<file path="config.mk">
export PLATFORM = sky130hd
export DESIGN_NAME = usb_interrupt_register_bank
export DESIGN_NICKNAME = d
export VERILOG_FILES = /design/src/usb_irq_pkg.sv /design/src/usb_interrupt_register_bank.sv
export SDC_FILE = /design/constraint.sdc
export NUM_CORES = 1
export LEC_CHECK = 0
export BUFFER_PORTS_ARGS = -buffer_cell sky130_fd_sc_hd__buf_2
export CAP_MARGIN = 40
export CORE_ASPECT_RATIO = 1.75
export CORE_MARGIN = 2
export CORE_UTILIZATION = 55
export DETAILED_ROUTE_END_ITERATION = 16
export GPL_TIMING_DRIVEN = 0
export HOLD_SLACK_MARGIN = 0.06
export PLACE_DENSITY = 0.81
export SYNTH_ARGS = -nofsm -noshare
export SYNTH_HDL_FRONTEND = slang
export SYNTH_SLANG_ARGS = --single-unit
</file>
<file path="constraint.sdc">
create_clock -name sys_clk -period 12.02 [get_ports sys_clk]
set_clock_uncertainty 0.05 [all_clocks]
set_input_delay 3.005 -clock sys_clk [delete_from_list [all_inputs] [get_ports sys_clk]]
set_output_delay 3.005 -clock sys_clk [all_outputs]
set_load 0.05 [all_outputs]
</file>
<file path="src/usb_irq_pkg.sv">
package usb_irq_pkg;

	// ==========================================================
	// Data memory map
	// ==========================================================
	localparam logic [11:0] REG_BANK_BASE  = 12'hf00;
	localparam logic [11:0] BD_BANK_BASE   = 12'h400;
	localparam logic [3:0]  SFR_BANK       = 4'hf;
	localparam logic [3:0]  BD_BANK        = 4'h4;
	localparam logic [7:0]  OFS_CTRL       = 8'h65;
	localparam logic [7:0]  OFS_CFG        = 8'h39;
	localparam logic [7:0]  OFS_STAT       = 8'h64;
	localparam logic [7:0]  OFS_ADDR       = 8'h38;
	localparam logic [7:0]  OFS_FRML       = 8'h66;
	localparam logic [7:0]  OFS_FRMH       = 8'h67;
	localparam logic [7:0]  OFS_IFLAG      = 8'h62;
	localparam logic [7:0]  OFS_IEN        = 8'h36;
	localparam logic [7:0]  OFS_EFLAG      = 8'h63;
	localparam logic [7:0]  OFS_EEN        = 8'h37;
	localparam logic [7:0]  OFS_EP0        = 8'h26;
	localparam int          NUM_EP         = 16;

	// ==========================================================
	// Implemented bit masks
	// ==========================================================
	localparam logic [7:0] MASK_CTRL  = 8'h7e;
	localparam logic [7:0] MASK_CFG   = 8'hdf;
	localparam logic [7:0] MASK_STAT  = 8'h7e;
	localparam logic [7:0] MASK_ADDR  = 8'h7f;
	localparam logic [7:0] MASK_FRMH  = 8'h07;
	localparam logic [7:0] MASK_INT   = 8'h7f;
	localparam logic [7:0] MASK_ERR   = 8'h9f;
	localparam logic [7:0] MASK_EP    = 8'h1f;

	// ==========================================================
	// Interrupt enable field positions
	// ==========================================================
	localparam int BIT_BUS_RESET  = 0;
	localparam int BIT_USB_ERROR  = 1;
	localparam int BIT_ACTIVITY   = 2;
	localparam int BIT_TRN_DONE   = 3;
	localparam int BIT_IDLE       = 4;
	localparam int BIT_STALL      = 5;
	localparam int BIT_SOF        = 6;

	// ==========================================================
	// Reset values and clocks
	// ==========================================================
	localparam logic [7:0] RST_VALUE     = 8'h00;
	localparam int         USB_CLK_MHZ   = 48;

endpackage : usb_irq_pkg
</file>
<file path="src/usb_interrupt_register_bank.sv">
`timescale 1ns/1ps
`default_nettype none

module usb_interrupt_register_bank (
	input  wire logic        sys_clk,
	input  wire logic        rst,
	input  wire logic        clkEn,
	input  wire logic [11:0] dataAddr,
	input  wire logic        dataWr,
	input  wire logic        dataRd,
	input  wire logic [7:0]  dataWdata,
	output logic      [7:0]  dataRdata,
	output logic             regHit,
	input  wire logic [6:0]  intEvent,
	input  wire logic [7:0]  errEvent,
	input  wire logic [7:0]  statIn,
	input  wire logic [10:0] frameIn,
	input  wire logic [4:0]  ctrlStatus,
	output logic      [7:0]  usbControl,
	output logic      [7:0]  usbConfig,
	output logic      [6:0]  devAddress,
	output logic      [4:0]  epControl [16],
	output logic             usbIrq
);

	// ==========================================================
	// State
	// ==========================================================
	typedef struct packed {
		logic [7:0]      ctrl;
		logic [7:0]      cfg;
		logic [7:0]      addr;
		logic [7:0]      iflag;
		logic [7:0]      ien;
		logic [7:0]      eflag;
		logic [7:0]      een;
		logic [15:0][7:0] ep;
		logic [7:0]      rdata;
		logic            irq;
	} bank_s;

	bank_s state_ff;
	bank_s nxt_state;
	logic  bankSel;
	logic  epSel;
	logic [3:0] epIdx;
	logic [7:0] epOfs;
	logic [7:0] ofs;
	logic [7:0] rdMux;
	logic       errAny;
	logic [7:0] iflagEff;

	// ==========================================================
	// Decode
	// ==========================================================
	assign bankSel = (dataAddr[11:8] == usb_irq_pkg::SFR_BANK);
	assign ofs     = dataAddr[7:0];
	assign epOfs   = ofs - usb_irq_pkg::OFS_EP0;
	assign epSel   = bankSel && (epOfs < 8'(usb_irq_pkg::NUM_EP));
	assign epIdx   = epOfs[3:0];

	always_comb begin
		rdMux  = usb_irq_pkg::RST_VALUE;
		regHit = 1'b1;
		if (epSel) begin
			rdMux = state_ff.ep[epIdx] & usb_irq_pkg::MASK_EP;
		end else if (!bankSel) begin
			regHit = 1'b0;
		end else begin
			unique case (ofs)
				usb_irq_pkg::OFS_CTRL:  rdMux = state_ff.ctrl;
				usb_irq_pkg::OFS_CFG:   rdMux = state_ff.cfg;
				usb_irq_pkg::OFS_STAT:
					rdMux = statIn & usb_irq_pkg::MASK_STAT;
				usb_irq_pkg::OFS_ADDR:  rdMux = state_ff.addr;
				usb_irq_pkg::OFS_FRML:  rdMux = frameIn[7:0];
				usb_irq_pkg::OFS_FRMH:
					rdMux = {5'h00, frameIn[10:8]};
				usb_irq_pkg::OFS_IFLAG: rdMux = state_ff.iflag;
				usb_irq_pkg::OFS_IEN:   rdMux = state_ff.ien;
				usb_irq_pkg::OFS_EFLAG: rdMux = state_ff.eflag;
				usb_irq_pkg::OFS_EEN:   rdMux = state_ff.een;
				default:                regHit = 1'b0;
			endcase
		end
	end

	// ==========================================================
	// Next state
	// ==========================================================
	assign errAny = |(state_ff.eflag & state_ff.een);

	always_comb begin
		nxt_state = state_ff;
		iflagEff  = state_ff.iflag;
		if (dataRd) begin
			nxt_state.rdata = rdMux;
		end
		if (dataWr && epSel) begin
			nxt_state.ep[epIdx] = dataWdata & usb_irq_pkg::MASK_EP;
		end else if (dataWr && bankSel) begin
			unique case (ofs)
				usb_irq_pkg::OFS_CTRL: nxt_state.ctrl =
					(dataWdata & usb_irq_pkg::MASK_CTRL) |
					{2'b00, ctrlStatus[4], 5'h00};
				usb_irq_pkg::OFS_CFG:
					nxt_state.cfg = dataWdata & usb_irq_pkg::MASK_CFG;
				usb_irq_pkg::OFS_ADDR:
					nxt_state.addr = dataWdata & usb_irq_pkg::MASK_ADDR;
				usb_irq_pkg::OFS_IFLAG:
					iflagEff = state_ff.iflag & dataWdata;
				usb_irq_pkg::OFS_IEN:
					nxt_state.ien = dataWdata & usb_irq_pkg::MASK_INT;
				usb_irq_pkg::OFS_EFLAG: nxt_state.eflag =
					state_ff.eflag & dataWdata;
				usb_irq_pkg::OFS_EEN:
					nxt_state.een = dataWdata & usb_irq_pkg::MASK_ERR;
				default: ;
			endcase
		end
		// Hardware set wins over software clear
		nxt_state.eflag = nxt_state.eflag |
			(errEvent & usb_irq_pkg::MASK_ERR);
		nxt_state.iflag = (iflagEff | {1'b0, intEvent}) &
			usb_irq_pkg::MASK_INT;
		nxt_state.iflag[usb_irq_pkg::BIT_USB_ERROR] =
			nxt_state.iflag[usb_irq_pkg::BIT_USB_ERROR] | errAny;
		// Per-source gates
		// and
		nxt_state.irq = |(state_ff.iflag & state_ff.ien);
	end

	// ==========================================================
	// Registers
	// ==========================================================
	always_ff @(posedge sys_clk or posedge rst) begin
		if (rst) begin
			state_ff <= '0;
		end else if (clkEn) begin
			state_ff <= nxt_state;
		end
	end

	// ==========================================================
	// Outputs
	// ==========================================================
	// Engine side runs from its own 48 MHz source; only levels meet here
	assign dataRdata  = state_ff.rdata;
	assign usbControl = state_ff.ctrl;
	assign usbConfig  = state_ff.cfg;
	assign devAddress = state_ff.addr[6:0];
	assign usbIrq     = state_ff.irq;

	genvar g;
	generate
		for (g = 0; g < 16; g++) begin : gEp
			assign epControl[g] = state_ff.ep[g][4:0];
		end
	endgenerate

	logic       wrIen;
	logic       wrIflag;
	logic [7:0] gated;

	assign wrIen   = clkEn && dataWr && bankSel &&
		ofs == usb_irq_pkg::OFS_IEN;
	assign wrIflag = clkEn && dataWr && bankSel &&
		ofs == usb_irq_pkg::OFS_IFLAG;
	assign gated   = state_ff.iflag & state_ff.ien;
endmodule : usb_interrupt_register_bank

`default_nettype wire

</file>
# Yosys cells after proc, flatten, opt, wreduce, memory -nomap -nowiden

Cells that the tools add are included.

Bits in registers: 187
Latch bits: 0
Memory bits (writable): 0
Bits in read-only memories: 0
Bits of input ports: 64
Output and inout port bits: 113
Word-level logic and storage cells: 81
Memories: 0

Add/subtract/negate cells: 1
Multiply operators: 0
Divide/modulo/power cells: 0
Order comparisons: 3
Equality and inequality tests: 11
Shift operators: 0
Multiplexer cells: 18
Bitwise gates (word level): 9
Reduce and logical (&&, ||, !) cells: 14

Operators by type and width:

| operator              | count |
|---|---|
| $bwmux W128           | 1 |
| $pmux W8 S10          | 1 |
| $eq A8 B7 Y1 const B  | 6 |
| $mux W8               | 5 |
| $bmux W8 S4           | 1 |
| $demux W8 S4          | 1 |
| $eq A8 B6 Y1 const B  | 4 |
| $mux W16              | 2 |
| $mux W7               | 3 |
| $reduce_and A4 Y1     | 5 |
| $and A8 B8 Y8         | 2 |
| $reduce_or A8 Y1      | 2 |
| $and A7 B7 Y7         | 2 |
| $reduce_or A10 Y1     | 1 |
| $lt A8 B5 Y1 const B  | 1 |
| $or A8 B8 Y8          | 1 |
| $sub A8 B6 Y8 const B | 1 |
| $or A7 B6 Y7          | 1 |
| $or A7 B7 Y7          | 1 |
| $lt A4 B5 Y1 const B  | 1 |
| $mux W5               | 1 |
| $eq A4 B4 Y1 const B  | 1 |
| $ge A4 B1 Y1 const B  | 1 |
| $logic_and A1 B1 Y1   | 4 |
| other kinds (4)       | 7 |

# Longest topological paths before layout

Depth in word-level cells: 7
Mapped depth: 8
Depth with buffers taken out: 6

# Worst setup path before layout

No wires, ideal clock.

Kind: input to output
Start: input port dataAddr[1]
End: output port regHit
Arrival time: 4.753 ns
Data required time: 8.965 ns
Setup slack: 4.212 ns
Stages: 8
Path buffers: 2
Cells stage by stage: ha_1 > nor3b_1 > a311oi_1 > a211oi_2 > buf_6 > buf_8 > nor2_1 > nor2_1

Word-level cells in the longest chain between the ends: 5
Elaborated cells on any way between the ends: 17
Those cells by class: add/sub (1); order compare (1); eq/ne (10); mux (3); reduce/logical (2)

RTL lines:

| item                                                  | RTL line                          | source |
|---|---|---|
| from (decl)                                           | usb_interrupt_register_bank.sv:8  | `input wire logic [11:0] dataAddr,` |
| branches (longest 4 deep; another with $sub A8 B6 Y8) | --                                |  |
| $mux W1 (*)                                           | usb_interrupt_register_bank.sv:65 | `if (epSel) begin` |
| to (decl)                                             | usb_interrupt_register_bank.sv:13 | `output logic regHit,` |

Every way passes the cells marked *.

# Final worst setup path

Same ends and word-level chain as after synthesis.

==> results.yml <==
floorplanning:
  die_y_um: 163
  ios: 177
  die_area_um2: 15500
  core_area_um2: 14200
  rows: 58
  chipWidth_um: 94.9
  start_util: 0.559
yosys:
  ys_top_cells_by_count: "dfrtp_1, buf_4, mux2_2, nand2_1, nand3_1"
  synth.distinct_cells: 61
  yosysSeqAreaShare: 0.431
  synth.most_common_cell: "dfrtp_1"
  syn_area_per_cell_um2: 11.4
  synth_adder_area_share: 0.00157
  synthesis.area_um2: 7950
  synth-seq-cells: 137
  synthCells: 698
  yosys.area_share.simple: 0.122
  synth_top_family_by_area: "multiplexers"
  synth-xor-area-share: 0.00315
  synth_compound_area_frac: 0.0729
  ys.flop_type: "dfrtp_1"
  synthArstFlopShare: 1.00
  yosys_warnings: 0
  synth-edff-count: 0
  synthTopCellsByArea: "dfrtp_1, mux2_2, buf_4"
  yosysTopAreaCell: "dfrtp_1"
  yosysTopAreaCellShare: 0.431
  yosys-mux-area-fraction: 0.230
placement:
  dpl.hpwl_um: 18300
  portBuffers: 164
  dp.cells: 1045
  gp_congestion: 1.03
min_path:
  min_path_type: "reg2reg"
finish:
  stdcell_count: 1077
  nFillCells: 1143
  area_delta_synth_final_pct: 21.0
  fin_nets: 949
  antenna_cells: 0
  layout-drive-gt1-share: 0.544
timing:
  maxSlewViolCount: 0
  finalCriticalPeriod_ps: 7990
  fmax_ghz: 0.125
  setup_viol: 0
  fin_crit_sh: 0.664
  relSlewSlack: 0.304
  setup_tns_ps: 0
  worst_pin_slew_ps: 1030
  rsz0062_at_grt: "no"
  finalHoldViolCount: 0
setup_path:
  cp_top_family: "buffers and inverters"
  setup.worst_path.end_class: "output port"
  slowest_delay_ps: 420
  worstPathCellList: "buf_2 > ha_1 > nor3b_1 > a311oi_1 > a211oi_2 > buf_6 > buf_8 > nor2_1 > nor2_1 > buf_2"
  path_class: "in2out"
  worstPathMaxFanout: 10
  cpMaxStageDelayCell: "a211oi_2"
  cp.required_ps: 8960
  cp_num_buf_inv: 4
  arrival_ps: 4930
  crit_path_start_kind: "primary input"
drt:
  final_antenna_net_count: 0
  drt-total-wl_um: 24400
  wire_per_inst_um: 22.6
  drt-initial-drc-count: 521
  vias_per_cell: 5.96
  vias: 6421
  firstDrtPassIters: 9
  drc: 0
clock_network:
  postCtsResizedCells: 0
  clockBufferDepth: 2
  cts_hold_buf: 0
  cts_setup_buffers: 0
  cts.reportedPaths.clkPinSlew_ps: 60
  cts_root_buf: "clkbuf_16"
  cts_tree: "yes"
  cts.sinks: 137
  clk_latency_ps: 420
  htree_levels: 4
  numCtsBuffers: 17
grt:
  grt_overflow: 0
  grt_pass1_wl_um: 36200
  grt_antenna_before_repair: 0
  grt_use_total: 0.324
  first_global_vias: 6364
  grt_max_degree: 85
power_and_ir_drop:
  powerDensity_nw_per_um2: 112
  peakVddDrop_v: 0.0000985
  p_sw_uw: 274
  p_clk_frac: 0.480
  swShare: 0.255
  power.leakage_uw: 0.00517
  p_int_uw: 800
  combPwrFrac: 0.088
  p_seq_frac: 0.433
status:
  outcome: "finished clean"
flow_run:
  maxCapViolCount: 0
==> worst min-delay path, delay by kind of cell, from the launching register on <==
family | cells | cell delay (ps)
simple gates | 1 | 50
flops | 1 | 340
compound gates | 1 | 60
==> worst paths after layout <==
| path | start | endpoint | slack (ps) | cells after the start |
|---|---|---|---|---|
| min reg2reg | dataRdata[6]$_DFFE_PP0P_ | dataRdata[6]$_DFFE_PP0P_ | 440 | 2 |
| max reg2reg | state_ff[157]$_DFFE_PP0P_ | dataRdata[4]$_DFFE_PP0P_ | 10090 | 4 |
| min in group asynchronous | rst | state_ff[147]$_DFFE_PP0P_ | 2570 | 2 |
| max in group asynchronous | rst | dataRdata[6]$_DFFE_PP0P_ | 8520 | 3 |
| min | dataRdata[6]$_DFFE_PP0P_ | dataRdata[6]$_DFFE_PP0P_ | 440 | 2 |
| max | dataAddr[1] | regHit | 4030 | 10 |
==> placed cells by master (no fill, tap or decap), types with 6 or more instances in the layout <==
master,Yosys,routed
buf_1,6,6
buf_4,117,117
and3_1,9,9
nand2_1,67,67
nand3_1,24,24
nor3_1,8,8
clkbuf_16,0,17
dfrtp_1,137,137
a21oi_1,9,9
a22oi_1,6,6
buf_2,19,183
nand4_1,14,14
mux4_2,21,21
o21ai_0,23,23
clkbuf_1,15,17
mux2_2,109,109
nor2_1,12,12
==> metrics by stage <==
stage	util	hold slack [ps]	power (uW)	instance area (um^2)	setup slack (ps)
after floorplan	-	401	530	7950	4210
after global placement	0.633	415	563	9000	3810
after detailed placement	0.635	426	565	9030	4090
after CTS	0.676	439	1070	9610	4080
after global routing	0.676	462	1100	9610	3960
final	0.676	437	1070	9610	4030
==> sequential cells by signal, summed over array words and instances, names as in the netlist <==
register / flops
devAddress: 7
epControl: 80
dataRdata: 8
state_ff: 28
usbConfig: 7
usbControl: 6
usbIrq: 1
==> routing by layer <==
metal  wire [um]  part of all wire  vias up  GRT usage
met5           0                 0        -          0
met4        2100             0.086        0      0.242
met3        1720             0.071      115     0.0602
met2       12700              0.52      386      0.560
met1        7900              0.32     3128      0.342
li1            -                 -     2792          -
==> cell type report <==
cell class,count,area [um^2],area share
multi-input cells,398,3420,0.356
repair buffers,165,848,0.0883
clock buffers,19,433,0.0450
inverters,6,27.5,0.00286
flip-flops and latches,137,3430,0.357
clock inverters,13,146,0.0152
plain buffers,159,1080,0.112
well taps,180,225,0.0234
==> power by group through the flow <==
stage,Clock (uW),Combinational [uW],Sequential [uW]
2_1_floorplan,0,57.2,473
3_3_place_gp,0,90.5,473
3_5_place_dp,0,92.1,473
4_1_cts,517,92.8,465
5_1_grt,539,100,464
6_report,515,93.9,465
==> cells by family (layout without fill, tap and decap cells) <==
logic type	after synthesis	in the layout
other	1	3
adders and majority gates	1	1
buffers and inverters	165	362
muxes	140	140
xor gates and xnor gates	2	2
and+or+nand+nor	170	170
DFF	137	137
AOI/OAI and AO/OA	82	82
No activity file was read; power rests on OpenSTA's default activity.
